===== src/verilog/cmp_ctrl_pkg.sv =====
package cmp_ctrl_pkg;

	// ****************************************************************
	// Register map
	// ****************************************************************
	localparam logic [7:0] CMP_CTRL_ADDR = 8'h00;
	localparam logic [7:0] REF_CTRL_ADDR = 8'h04;

	// ****************************************************************
	// Comparator control fields
	// ****************************************************************
	localparam int IDLE_IRQ_STOP_BIT   = 15;
	localparam int CMP2_CHANGE_BIT     = 13;
	localparam int CMP1_CHANGE_BIT     = 12;
	localparam int CMP2_ON_BIT         = 11;
	localparam int CMP1_ON_BIT         = 10;
	localparam int CMP2_PAD_BIT        = 9;
	localparam int CMP1_PAD_BIT        = 8;
	localparam int CMP2_RESULT_BIT     = 7;
	localparam int CMP1_RESULT_BIT     = 6;
	localparam int CMP2_INVERT_BIT     = 5;
	localparam int CMP1_INVERT_BIT     = 4;
	localparam int CMP2_MINUS_BIT      = 3;
	localparam int CMP2_PLUS_BIT       = 2;
	localparam int CMP1_MINUS_BIT      = 1;
	localparam int CMP1_PLUS_BIT       = 0;

	// Writable bits; bit 14 and the result bits are not storage.
	localparam logic [15:0] CMP_CTRL_WMASK = 16'hbf3f;
	localparam logic [15:0] CMP_CTRL_RESET = 16'h0000;

	// ****************************************************************
	// Reference control fields
	// ****************************************************************
	localparam int REF_POWER_BIT  = 7;
	localparam int REF_PIN_BIT    = 6;
	localparam int REF_RANGE_BIT  = 5;
	localparam int REF_SOURCE_BIT = 4;
	localparam int REF_CODE_MSB   = 3;
	localparam int REF_CODE_LSB   = 0;
	localparam logic [7:0] REF_CTRL_RESET = 8'h00;

	// Ladder tap index out of 96 parts of source: /24 is 4 parts, /32 is 3, 1/4 is 24.
	localparam logic [6:0] TAP_STEP_WIDE   = 7'h04;
	localparam logic [6:0] TAP_STEP_FINE   = 7'h03;
	localparam logic [6:0] TAP_OFFSET_FINE = 7'h18;

endpackage


===== src/verilog/dual_comparator_control.sv =====
// Implementation choices: the placing of the registers and register access over AHB-Lite.
`timescale 1ns/1ns
`default_nettype none

// Function
// - Idle stop bit blocks interrupts, comparators run
// - Output change sets per-comparator event flag
// - Enable bits switch each comparator on
// - Pad-drive bits put result on pad
// - Comparator 2 result bit, inverted when asked
// - Comparator 1 result bit, inverted when asked
// - Invert bits complement each result
// - Comparator 2 minus input: plus or minus pin
// - Comparator 2 plus input: pin or reference
// - Comparator 1 minus input: plus or minus pin
// - Comparator 1 plus input: pin or reference
// - Unimplemented bits always read zero
// - Reference enable powers ladder up or down
// - Reference pin-drive connects level to pin
// - Range bit selects /24 or offset /32 steps
// - Source bit picks external or supply pair
// - Four-bit code picks one of sixteen levels
// - Inputs from four pins plus reference
module dual_comparator_control (
	input  wire logic        CLK,
	input  wire logic        RESET,
	input  wire logic        HSEL,
	input  wire logic [31:0] HADDR,
	input  wire logic [1:0]  HTRANS,
	input  wire logic        HWRITE,
	input  wire logic [2:0]  HSIZE,
	input  wire logic [31:0] HWDATA,
	input  wire logic        HREADY,
	output logic      [31:0] HRDATA,
	output logic             HREADYOUT,
	output logic             HRESP,
	input  wire logic        IDLE_MODE,
	input  wire logic        CMP1_RAW,
	input  wire logic        CMP2_RAW,
	output logic             CMP1_ON,
	output logic             CMP2_ON,
	output logic             CMP1_PLUS_SELECT,
	output logic             CMP1_MINUS_SELECT,
	output logic             CMP2_PLUS_SELECT,
	output logic             CMP2_MINUS_SELECT,
	output logic             CMP1_PAD,
	output logic             CMP2_PAD,
	output logic             CMP1_PAD_DRIVE,
	output logic             CMP2_PAD_DRIVE,
	output logic             REF_POWER_ON,
	output logic             REF_PIN_DRIVE,
	output logic             REF_RANGE_SELECT,
	output logic             REF_SOURCE_SELECT,
	output logic      [3:0]  REF_LEVEL_CODE,
	output logic      [6:0]  REF_LADDER_TAP,
	output logic             CMP_IRQ
);

	// ****************************************************************
	// Bus slave
	// ****************************************************************
	logic [15:0] cmp_ctrl_q;
	logic [7:0]  ref_ctrl_q;
	logic        wr_pend_q;
	logic [7:0]  wr_addr_q;
	logic [2:0]  sync1_q;
	logic [2:0]  sync2_q;
	logic [2:0]  sync3_q;
	logic [1:0]  stable_q;
	logic [1:0]  result_q;
	logic [1:0]  result_prev_q;
	logic [1:0]  change;
	logic        idle_stable_q;
	logic        take;
	logic        wr_cmp;
	logic [15:0] cmp_read;
	logic        wr_ref;
	logic [7:0]  ref_read;

	// The address phase is accepted every cycle; the slave never inserts wait states.
	assign take = HSEL && HREADY && HTRANS[1];

	always_ff @(posedge CLK or posedge RESET) begin
		if (RESET) begin
			wr_pend_q <= 1'b0;
			wr_addr_q <= 8'h00;
		end else begin
			wr_pend_q <= take && HWRITE;
			wr_addr_q <= HADDR[7:0];
		end
	end

	assign wr_cmp = wr_pend_q && (wr_addr_q == cmp_ctrl_pkg::CMP_CTRL_ADDR);
	assign wr_ref = wr_pend_q && (wr_addr_q == cmp_ctrl_pkg::REF_CTRL_ADDR);

	// Read image assembled from storage plus live results; bit 14 stays zero.
	// A write whose data phase ends at the edge that takes a read is forwarded,
	// so a master that pipelines a read behind a write never sees the old value.
	always_comb begin
		cmp_read = cmp_ctrl_q & cmp_ctrl_pkg::CMP_CTRL_WMASK;
		if (wr_cmp) begin
			cmp_read = HWDATA[15:0] & cmp_ctrl_pkg::CMP_CTRL_WMASK;
		end
		if (change[1]) begin
			cmp_read[cmp_ctrl_pkg::CMP2_CHANGE_BIT] = 1'b1;
		end
		if (change[0]) begin
			cmp_read[cmp_ctrl_pkg::CMP1_CHANGE_BIT] = 1'b1;
		end
		cmp_read[cmp_ctrl_pkg::CMP2_RESULT_BIT] = result_q[1];
		cmp_read[cmp_ctrl_pkg::CMP1_RESULT_BIT] = result_q[0];
	end

	// The reference image forwards a landing write in the same way.
	always_comb begin
		ref_read = ref_ctrl_q;
		if (wr_ref) begin
			ref_read = HWDATA[7:0];
		end
	end

	// Read data is registered so that it stands through the whole data phase.
	always_ff @(posedge CLK or posedge RESET) begin
		if (RESET) begin
			HRDATA <= 32'h0000_0000;
		end else if (take && !HWRITE) begin
			if (HADDR[7:0] == cmp_ctrl_pkg::CMP_CTRL_ADDR) begin
				HRDATA <= {16'h0000, cmp_read};
			end else if (HADDR[7:0] == cmp_ctrl_pkg::REF_CTRL_ADDR) begin
				HRDATA <= {24'h000000, ref_read};
			end else begin
				HRDATA <= 32'h0000_0000;
			end
		end
	end

	always_ff @(posedge CLK or posedge RESET) begin
		if (RESET) begin
			HREADYOUT <= 1'b0;
			HRESP     <= 1'b0;
		end else begin
			HREADYOUT <= 1'b1;
			HRESP     <= 1'b0;
		end
	end

	// ****************************************************************
	// Comparator result path
	// ****************************************************************
	// Three-stage synchronisers; a value is believed once stages two and three agree.
	always_ff @(posedge CLK or posedge RESET) begin
		if (RESET) begin
			sync1_q  <= 3'h0;
			sync2_q  <= 3'h0;
			sync3_q  <= 3'h0;
			stable_q <= 2'h0;
			idle_stable_q <= 1'b0;
		end else begin
			sync1_q <= {IDLE_MODE, CMP2_RAW, CMP1_RAW};
			sync2_q <= sync1_q;
			sync3_q <= sync2_q;
			if (sync2_q[0] == sync3_q[0]) begin
				stable_q[0] <= sync3_q[0];
			end
			if (sync2_q[1] == sync3_q[1]) begin
				stable_q[1] <= sync3_q[1];
			end
			if (sync2_q[2] == sync3_q[2]) begin
				idle_stable_q <= sync3_q[2];
			end
		end
	end

	// Results are masked by enable so a disabled comparator reads a steady value.
	always_ff @(posedge CLK or posedge RESET) begin
		if (RESET) begin
			result_q      <= 2'h0;
			result_prev_q <= 2'h0;
		end else begin
			result_q[1] <= cmp_ctrl_q[cmp_ctrl_pkg::CMP2_ON_BIT] &
				(stable_q[1] ^ cmp_ctrl_q[cmp_ctrl_pkg::CMP2_INVERT_BIT]);
			result_q[0] <= cmp_ctrl_q[cmp_ctrl_pkg::CMP1_ON_BIT] &
				(stable_q[0] ^ cmp_ctrl_q[cmp_ctrl_pkg::CMP1_INVERT_BIT]);
			result_prev_q <= result_q;
		end
	end

	assign change = result_q ^ result_prev_q;

	// ****************************************************************
	// Control registers
	// ****************************************************************
	// Event flags: a write of zero clears, but a change in the same cycle wins.
	always_ff @(posedge CLK or posedge RESET) begin
		if (RESET) begin
			cmp_ctrl_q <= cmp_ctrl_pkg::CMP_CTRL_RESET;
		end else begin
			if (wr_cmp) begin
				cmp_ctrl_q <= HWDATA[15:0] & cmp_ctrl_pkg::CMP_CTRL_WMASK;
			end
			if (change[1]) begin
				cmp_ctrl_q[cmp_ctrl_pkg::CMP2_CHANGE_BIT] <= 1'b1;
			end
			if (change[0]) begin
				cmp_ctrl_q[cmp_ctrl_pkg::CMP1_CHANGE_BIT] <= 1'b1;
			end
		end
	end

	always_ff @(posedge CLK or posedge RESET) begin
		if (RESET) begin
			ref_ctrl_q <= cmp_ctrl_pkg::REF_CTRL_RESET;
		end else if (wr_ref) begin
			ref_ctrl_q <= HWDATA[7:0];
		end
	end

	// ****************************************************************
	// Analog controls and interrupt
	// ****************************************************************
	// All analog steering comes from flops so the cores see glitch-free levels.
	always_ff @(posedge CLK or posedge RESET) begin
		if (RESET) begin
			CMP1_ON           <= 1'b0;
			CMP2_ON           <= 1'b0;
			CMP1_PLUS_SELECT  <= 1'b0;
			CMP1_MINUS_SELECT <= 1'b0;
			CMP2_PLUS_SELECT  <= 1'b0;
			CMP2_MINUS_SELECT <= 1'b0;
			CMP1_PAD_DRIVE    <= 1'b0;
			CMP2_PAD_DRIVE    <= 1'b0;
			CMP1_PAD          <= 1'b0;
			CMP2_PAD          <= 1'b0;
		end else begin
			CMP1_ON           <= cmp_ctrl_q[cmp_ctrl_pkg::CMP1_ON_BIT];
			CMP2_ON           <= cmp_ctrl_q[cmp_ctrl_pkg::CMP2_ON_BIT];
			CMP1_PLUS_SELECT  <= cmp_ctrl_q[cmp_ctrl_pkg::CMP1_PLUS_BIT];
			CMP1_MINUS_SELECT <= cmp_ctrl_q[cmp_ctrl_pkg::CMP1_MINUS_BIT];
			CMP2_PLUS_SELECT  <= cmp_ctrl_q[cmp_ctrl_pkg::CMP2_PLUS_BIT];
			CMP2_MINUS_SELECT <= cmp_ctrl_q[cmp_ctrl_pkg::CMP2_MINUS_BIT];
			CMP1_PAD_DRIVE    <= cmp_ctrl_q[cmp_ctrl_pkg::CMP1_PAD_BIT];
			CMP2_PAD_DRIVE    <= cmp_ctrl_q[cmp_ctrl_pkg::CMP2_PAD_BIT];
			CMP1_PAD <= cmp_ctrl_q[cmp_ctrl_pkg::CMP1_PAD_BIT] & result_q[0];
			CMP2_PAD <= cmp_ctrl_q[cmp_ctrl_pkg::CMP2_PAD_BIT] & result_q[1];
		end
	end

	always_ff @(posedge CLK or posedge RESET) begin
		if (RESET) begin
			REF_POWER_ON      <= 1'b0;
			REF_PIN_DRIVE     <= 1'b0;
			REF_RANGE_SELECT  <= 1'b0;
			REF_SOURCE_SELECT <= 1'b0;
			REF_LEVEL_CODE    <= 4'h0;
			REF_LADDER_TAP    <= 7'h00;
		end else begin
			REF_POWER_ON      <= ref_ctrl_q[cmp_ctrl_pkg::REF_POWER_BIT];
			REF_PIN_DRIVE     <= ref_ctrl_q[cmp_ctrl_pkg::REF_PIN_BIT];
			REF_RANGE_SELECT  <= ref_ctrl_q[cmp_ctrl_pkg::REF_RANGE_BIT];
			REF_SOURCE_SELECT <= ref_ctrl_q[cmp_ctrl_pkg::REF_SOURCE_BIT];
			REF_LEVEL_CODE    <= ref_ctrl_q[cmp_ctrl_pkg::REF_CODE_MSB:cmp_ctrl_pkg::REF_CODE_LSB];
			// Tap in 96ths of source: wide range code*4, fine range 24+code*3.
			if (ref_ctrl_q[cmp_ctrl_pkg::REF_RANGE_BIT]) begin
				REF_LADDER_TAP <= 7'({3'h0, ref_ctrl_q[3:0]} * cmp_ctrl_pkg::TAP_STEP_WIDE);
			end else begin
				REF_LADDER_TAP <= 7'(cmp_ctrl_pkg::TAP_OFFSET_FINE +
					{3'h0, ref_ctrl_q[3:0]} * cmp_ctrl_pkg::TAP_STEP_FINE);
			end
		end
	end

	// Suppression only gates the request; flags keep setting during idle.
	always_ff @(posedge CLK or posedge RESET) begin
		if (RESET) begin
			CMP_IRQ <= 1'b0;
		end else begin
			CMP_IRQ <= (cmp_ctrl_q[cmp_ctrl_pkg::CMP2_CHANGE_BIT] | cmp_ctrl_q[cmp_ctrl_pkg::CMP1_CHANGE_BIT]) &
				!(cmp_ctrl_q[cmp_ctrl_pkg::IDLE_IRQ_STOP_BIT] & idle_stable_q);
		end
	end
endmodule

`default_nettype wire


===== config.mk =====
export PLATFORM = sky130hd
export DESIGN_NAME = dual_comparator_control
export DESIGN_NICKNAME = d
export VERILOG_FILES = /design/src/verilog/cmp_ctrl_pkg.sv /design/src/verilog/dual_comparator_control.sv
export SDC_FILE = /design/constraint.sdc
export NUM_CORES = 1
export LEC_CHECK = 0
export BUFFER_PORTS_ARGS = -buffer_cell sky130_fd_sc_hd__buf_2
export CORE_MARGIN = 2
export CORE_UTILIZATION = 48
export CTS_CLUSTER_DIAMETER = 40
export DETAILED_ROUTE_END_ITERATION = 10
export PLACE_DENSITY = 0.8
export SETUP_SLACK_MARGIN = 0.02
export SYNTH_ARGS = -nofsm -noshare
export SYNTH_HDL_FRONTEND = slang
export SYNTH_SLANG_ARGS = --single-unit

===== constraint.sdc =====
create_clock -name CLK -period 2.9 [get_ports CLK]
set_input_delay 0 -clock CLK [delete_from_list [all_inputs] [get_ports CLK]]
set_output_delay 0 -clock CLK [all_outputs]
set_load 0.01 [all_outputs]

Yosys cells after proc, flatten, opt, wreduce, memory -nomap -nowiden
Cells that the tools add are included.

word-level totals
  word-level logic and storage cells = 72
  flip-flop bits (word level) = 105
  output and inout port bits = 60
  input bits = 77

cells by class
  reduce and logical (&&, ||, !) cells = 12
  multiply operators = 1
  add/sub/neg operators = 1
  bitwise logic cells = 10
  eq/ne operators = 5
  multiplexer cells = 10

operators with widths
  kind                 number
  $mux 16              2
  $eq 8x3->1 const B   2
  $logic_not 8->1      2
  $mux 8               2
  $mux 14              1
  $add 5x6->7 const A  1
  $mux 7               1
  $and 1x1->1          6
  $logic_and 1x1->1    6
  $mul 4x2->6 const B  1
  $mux 1               4
  $reduce_bool 2->1    2
  $eq 1x1->1           3
  $logic_not 1->1      2
  $xor 1x1->1          2
  $xor 2x2->2          1
  $or 1x1->1           1

Longest topological paths before layout
  word-level depth = 5
  mapped depth = 6
  gate-level depth less buffers = 6

Worst setup path after synthesis
OpenSTA, ideal clock, no wires.

  path kind = flip-flop to flip-flop
  start = register wr_addr_q[3]
  end = register HRDATA[10]
  arrival time = 1.714 ns
  path buffers = 2
  period minus slack after synthesis = 1.835 ns
  library setup time = 0.121 ns
  data required time = 2.779 ns
  stages on the path, launching flop included = 7
  slack = 1.065 ns
  path through = dfrtp_1 nor4b_2 and4bb_2 buf_2 buf_6 mux2_2 a22o_1

between the ends
  longest elaborated chain between the ends = 4

ends and longest elaborated chain
  element                 RTL line                        source
  start, declared         dual_comparator_control.sv:65   logic [7:0] wr_addr_q;
  start signal, assigned  dual_comparator_control.sv:89   wr_addr_q <= HADDR[7:0];
  $logic_not 8->1         dual_comparator_control.sv:93   assign wr_cmp = wr_pend_q && (wr_addr_q == cmp_ctrl_pkg::CMP_CTRL_ADDR);
  $logic_and 1x1->1       dual_comparator_control.sv:93
  $mux 16                 dual_comparator_control.sv:101  if (wr_cmp) begin
  $mux 16                 dual_comparator_control.sv:127  if (HADDR[7:0] == cmp_ctrl_pkg::CMP_CTRL_ADDR) begin
  end signal, assigned    dual_comparator_control.sv:128  HRDATA <= {16'h0000, cmp_read};
  end signal, assigned    dual_comparator_control.sv:130  HRDATA <= {24'h000000, ref_read};
  end, declared           dual_comparator_control.sv:34   output logic [31:0] HRDATA,

Every way passes these cells.
A chain may end at the register's enable or synchronous reset.

Worst setup path in the final report
  start = register wr_addr_q[3]
  end = register HRDATA[8]

Same word-level chain as after synthesis.

==> results.txt <==
area of the die: 0.00764 mm^2
Post-CTS Setup Inserts: 0
worst-case clock buffer depth: 2
Max FO, Critical Path: 12
Worst VDD drop: 0.337 mV
clock skew: 5.34 ps
Worst Path Arrival: 2450 ps
post-cts repair resize count: 0
#FFs+latches synth: 88
period utilisation layout: 75.7%
Post-CTS Hold Buffers: 29
routed len/inst: 15.6 um
crit start category: flop
Worst-Skew Late Latency: 360 ps
commonest cells after routing, fill and taps aside: dfrtp_1 (88), buf_2 (73), dlygate4sd3_1 (29), conb_1 (19), inv_1 (12)
register-to-register setup slack: 700 ps
min-delay worst type: input port to flop
post-synth cell types: 38
GRT overflow: 0
DR iter-0 viols: 70
Core Area: 0.00676 mm^2
first-pass GRT wire length: 10.7 mm
DR vias: 2176
status: complete, no violations
most common cell after layout, fill and taps aside: dfrtp_1
slowest CP cell: and4bb_2
EDFF count, synth: 0
post-detail-place hpwl: 4.44 mm
Least-Margin Pin Slew: 839 ps
Horiz. Die Dim: 87.4 um
Worst slew margin: 43.6%
root buf cell: clkbuf_8
fmax: 456 MHz
critical path endpoint category: flop
final wirelength: 6.71 mm
Top FF cell, synth: dfrtp_1
IO buf count: 73
Num CTS Buffers: 9
Cell Area, Synth: 0.00334 mm^2
Worst path most repeated cell: buf_4
GRT Total Usage: 18.8%
initial antenna violation count: 0
Hold Fails Final Rpt: 0
area added between synthesis and finish: 26.9%
Mean Syn Cell Area: 14.2 um^2
CTS tree: done
Period minus WS final: 2200 ps
clock transition at the registers of the reported paths: 90 ps
Antenna Nets Post-Route: 0
max_cap viols: 0
vias per cell: 5.05
# DRC: 0
drt pass-1 iters: 4
routability cong.: 0.786
n_diodes: 0
critical path cell sequence: nor4b_2, buf_4, and4bb_2, buf_4, mux2_2, a22o_1
pin count of the biggest net entering global routing: 50
Starting Density: 49.4%
die height: 87.4 um
YS warnings: 0
Crit Path Category: flop to flop
TritonCTS Sinks: 88
Synth area leader: dfrtp_1
RSZ-0062 raised after global routing: no
setup TNS: 0 ps
row cnt: 30
post-synth top area share: 65.9%
leakage power total: 2.20 nW
vias in the first global route: 2206
layout cell share with drive strength beyond 1: 33.0%
final setup fails: 0
Required @ worst endpoint: 3150 ps
Crit path largest cell delay: 440 ps
H-tree Lvls: 3
PD cells: 547 mW/mm^2
Nets: 430
sequential share of the synthesized area: 65.9%
Cells after Synth: 236
total power: 2.32 mW
Post-synth ARST share: 100%
Core Util, Final: 62.7%
Final Max Tran Viols: 0
I/O pins: 137
Synth area leaders: dfrtp_1 (66%), buf_4 (4.0%), mux2_2 (3.7%), mux2i_1 (2.1%), ha_1 (1.9%)
-- logic make-up (layout without fill, tap and decap cells) --
kind of cell	count (synthesis)	after routing	synth area share [%]
compound gates	33	33	6.85
mux	18	18	5.81
xor+xnor	6	6	1.57
flops	88	88	65.9
simple gates	41	41	8.84
buf+inv	38	136	6.82
other cells	2	19	0.225
fa+ha+maj	10	10	3.97
-- where the power goes --
part | switching [mW] | leakage, nW | internal [mW]
clock network | 0.436 | 0.110 | 0.486
registers | 0.0180 | 1.15 | 1.25
logic | 0.0672 | 0.949 | 0.0597
total | 0.521 | 2.20 | 1.80
-- cells in the mapped netlist (3+ instances only) --
master,number
a22o_1,7
a31oi_1,6
and2_1,5
and4_1,6
buf_4,18
clkbuf_1,3
dfrtp_1,88
ha_1,5
inv_1,13
maj3_1,3
mux2_2,11
mux2i_1,7
nand2_1,8
nor2_1,3
o211ai_1,5
o21ai_0,8
or2_2,4
xnor2_1,3
xor2_1,3
-- routing by layer --
layer	up-vias	track usage [%]	routed length [um]
met4	0	9.93	184
li1	999	-	-
met5	-	0	0
met3	17	4.55	359
met2	72	30.3	3260
met1	1088	23.6	2910
-- layout make-up --
cell class              instances  area (um^2)
fillers                       538         2520
flip-flops and latches         88         2200
multi-input cells             127          975
repair buffers                107          693
clock buffers                   9          124
well taps                      80          100
clock inverters                 7         95.1
inverters                      13         50.0
-- metrics by stage --
stage / cells / cell area (um^2) / setup WS, ps / hold WS, ps
2_1_floorplan: 253 / 3400 / 621 / 31.4
3_3_place_gp: 386 / 3730 / 734 / 108
3_5_place_dp: 386 / 3730 / 703 / 110
4_1_cts: 431 / 4240 / 697 / 265
5_1_grt: 431 / 4240 / 592 / 270
6_report: 431 / 4240 / 705 / 282
-- worst max-delay path: cells and delay by family, from the launching register on --
| family | cells | cell delay [ps] |
|---|---|---|
| AOI/OAI and AO/OA | 1 | 200 |
| muxes | 1 | 360 |
| DFF | 1 | 380 |
| and+or+nand+nor | 2 | 700 |
| buffers and inverters | 2 | 450 |
-- registers in the layout, summed over array words and instances (netlist names), 2 cells and up --
| register | flops |
|---|---|
| cmp_ctrl_q | 13 |
| result_prev_q | 2 |
| HRDATA | 15 |
| sync3_q | 3 |
| REF_LADDER_TAP | 7 |
| ref_ctrl_q | 8 |
| sync2_q | 3 |
| result_q | 2 |
| sync1_q | 3 |
| stable_q | 2 |
| REF_LEVEL_CODE | 4 |
| wr_addr_q | 8 |
-- path summary, 6_finish.rpt --
kind	from	to	cells past startpoint
worst max-delay path	wr_addr_q[3]	HRDATA[8]	6
worst min-delay path	HTRANS[1]	HRDATA[3]	5
worst max register to register	wr_addr_q[3]	HRDATA[8]	6
worst min register to register	sync1_q[0]	sync2_q[0]	0
max in group asynchronous	RESET	CMP1_PAD_DRIVE	4
min in group asynchronous	RESET	REF_LADDER_TAP[1]	3
(Power assumes the default switching activity.)
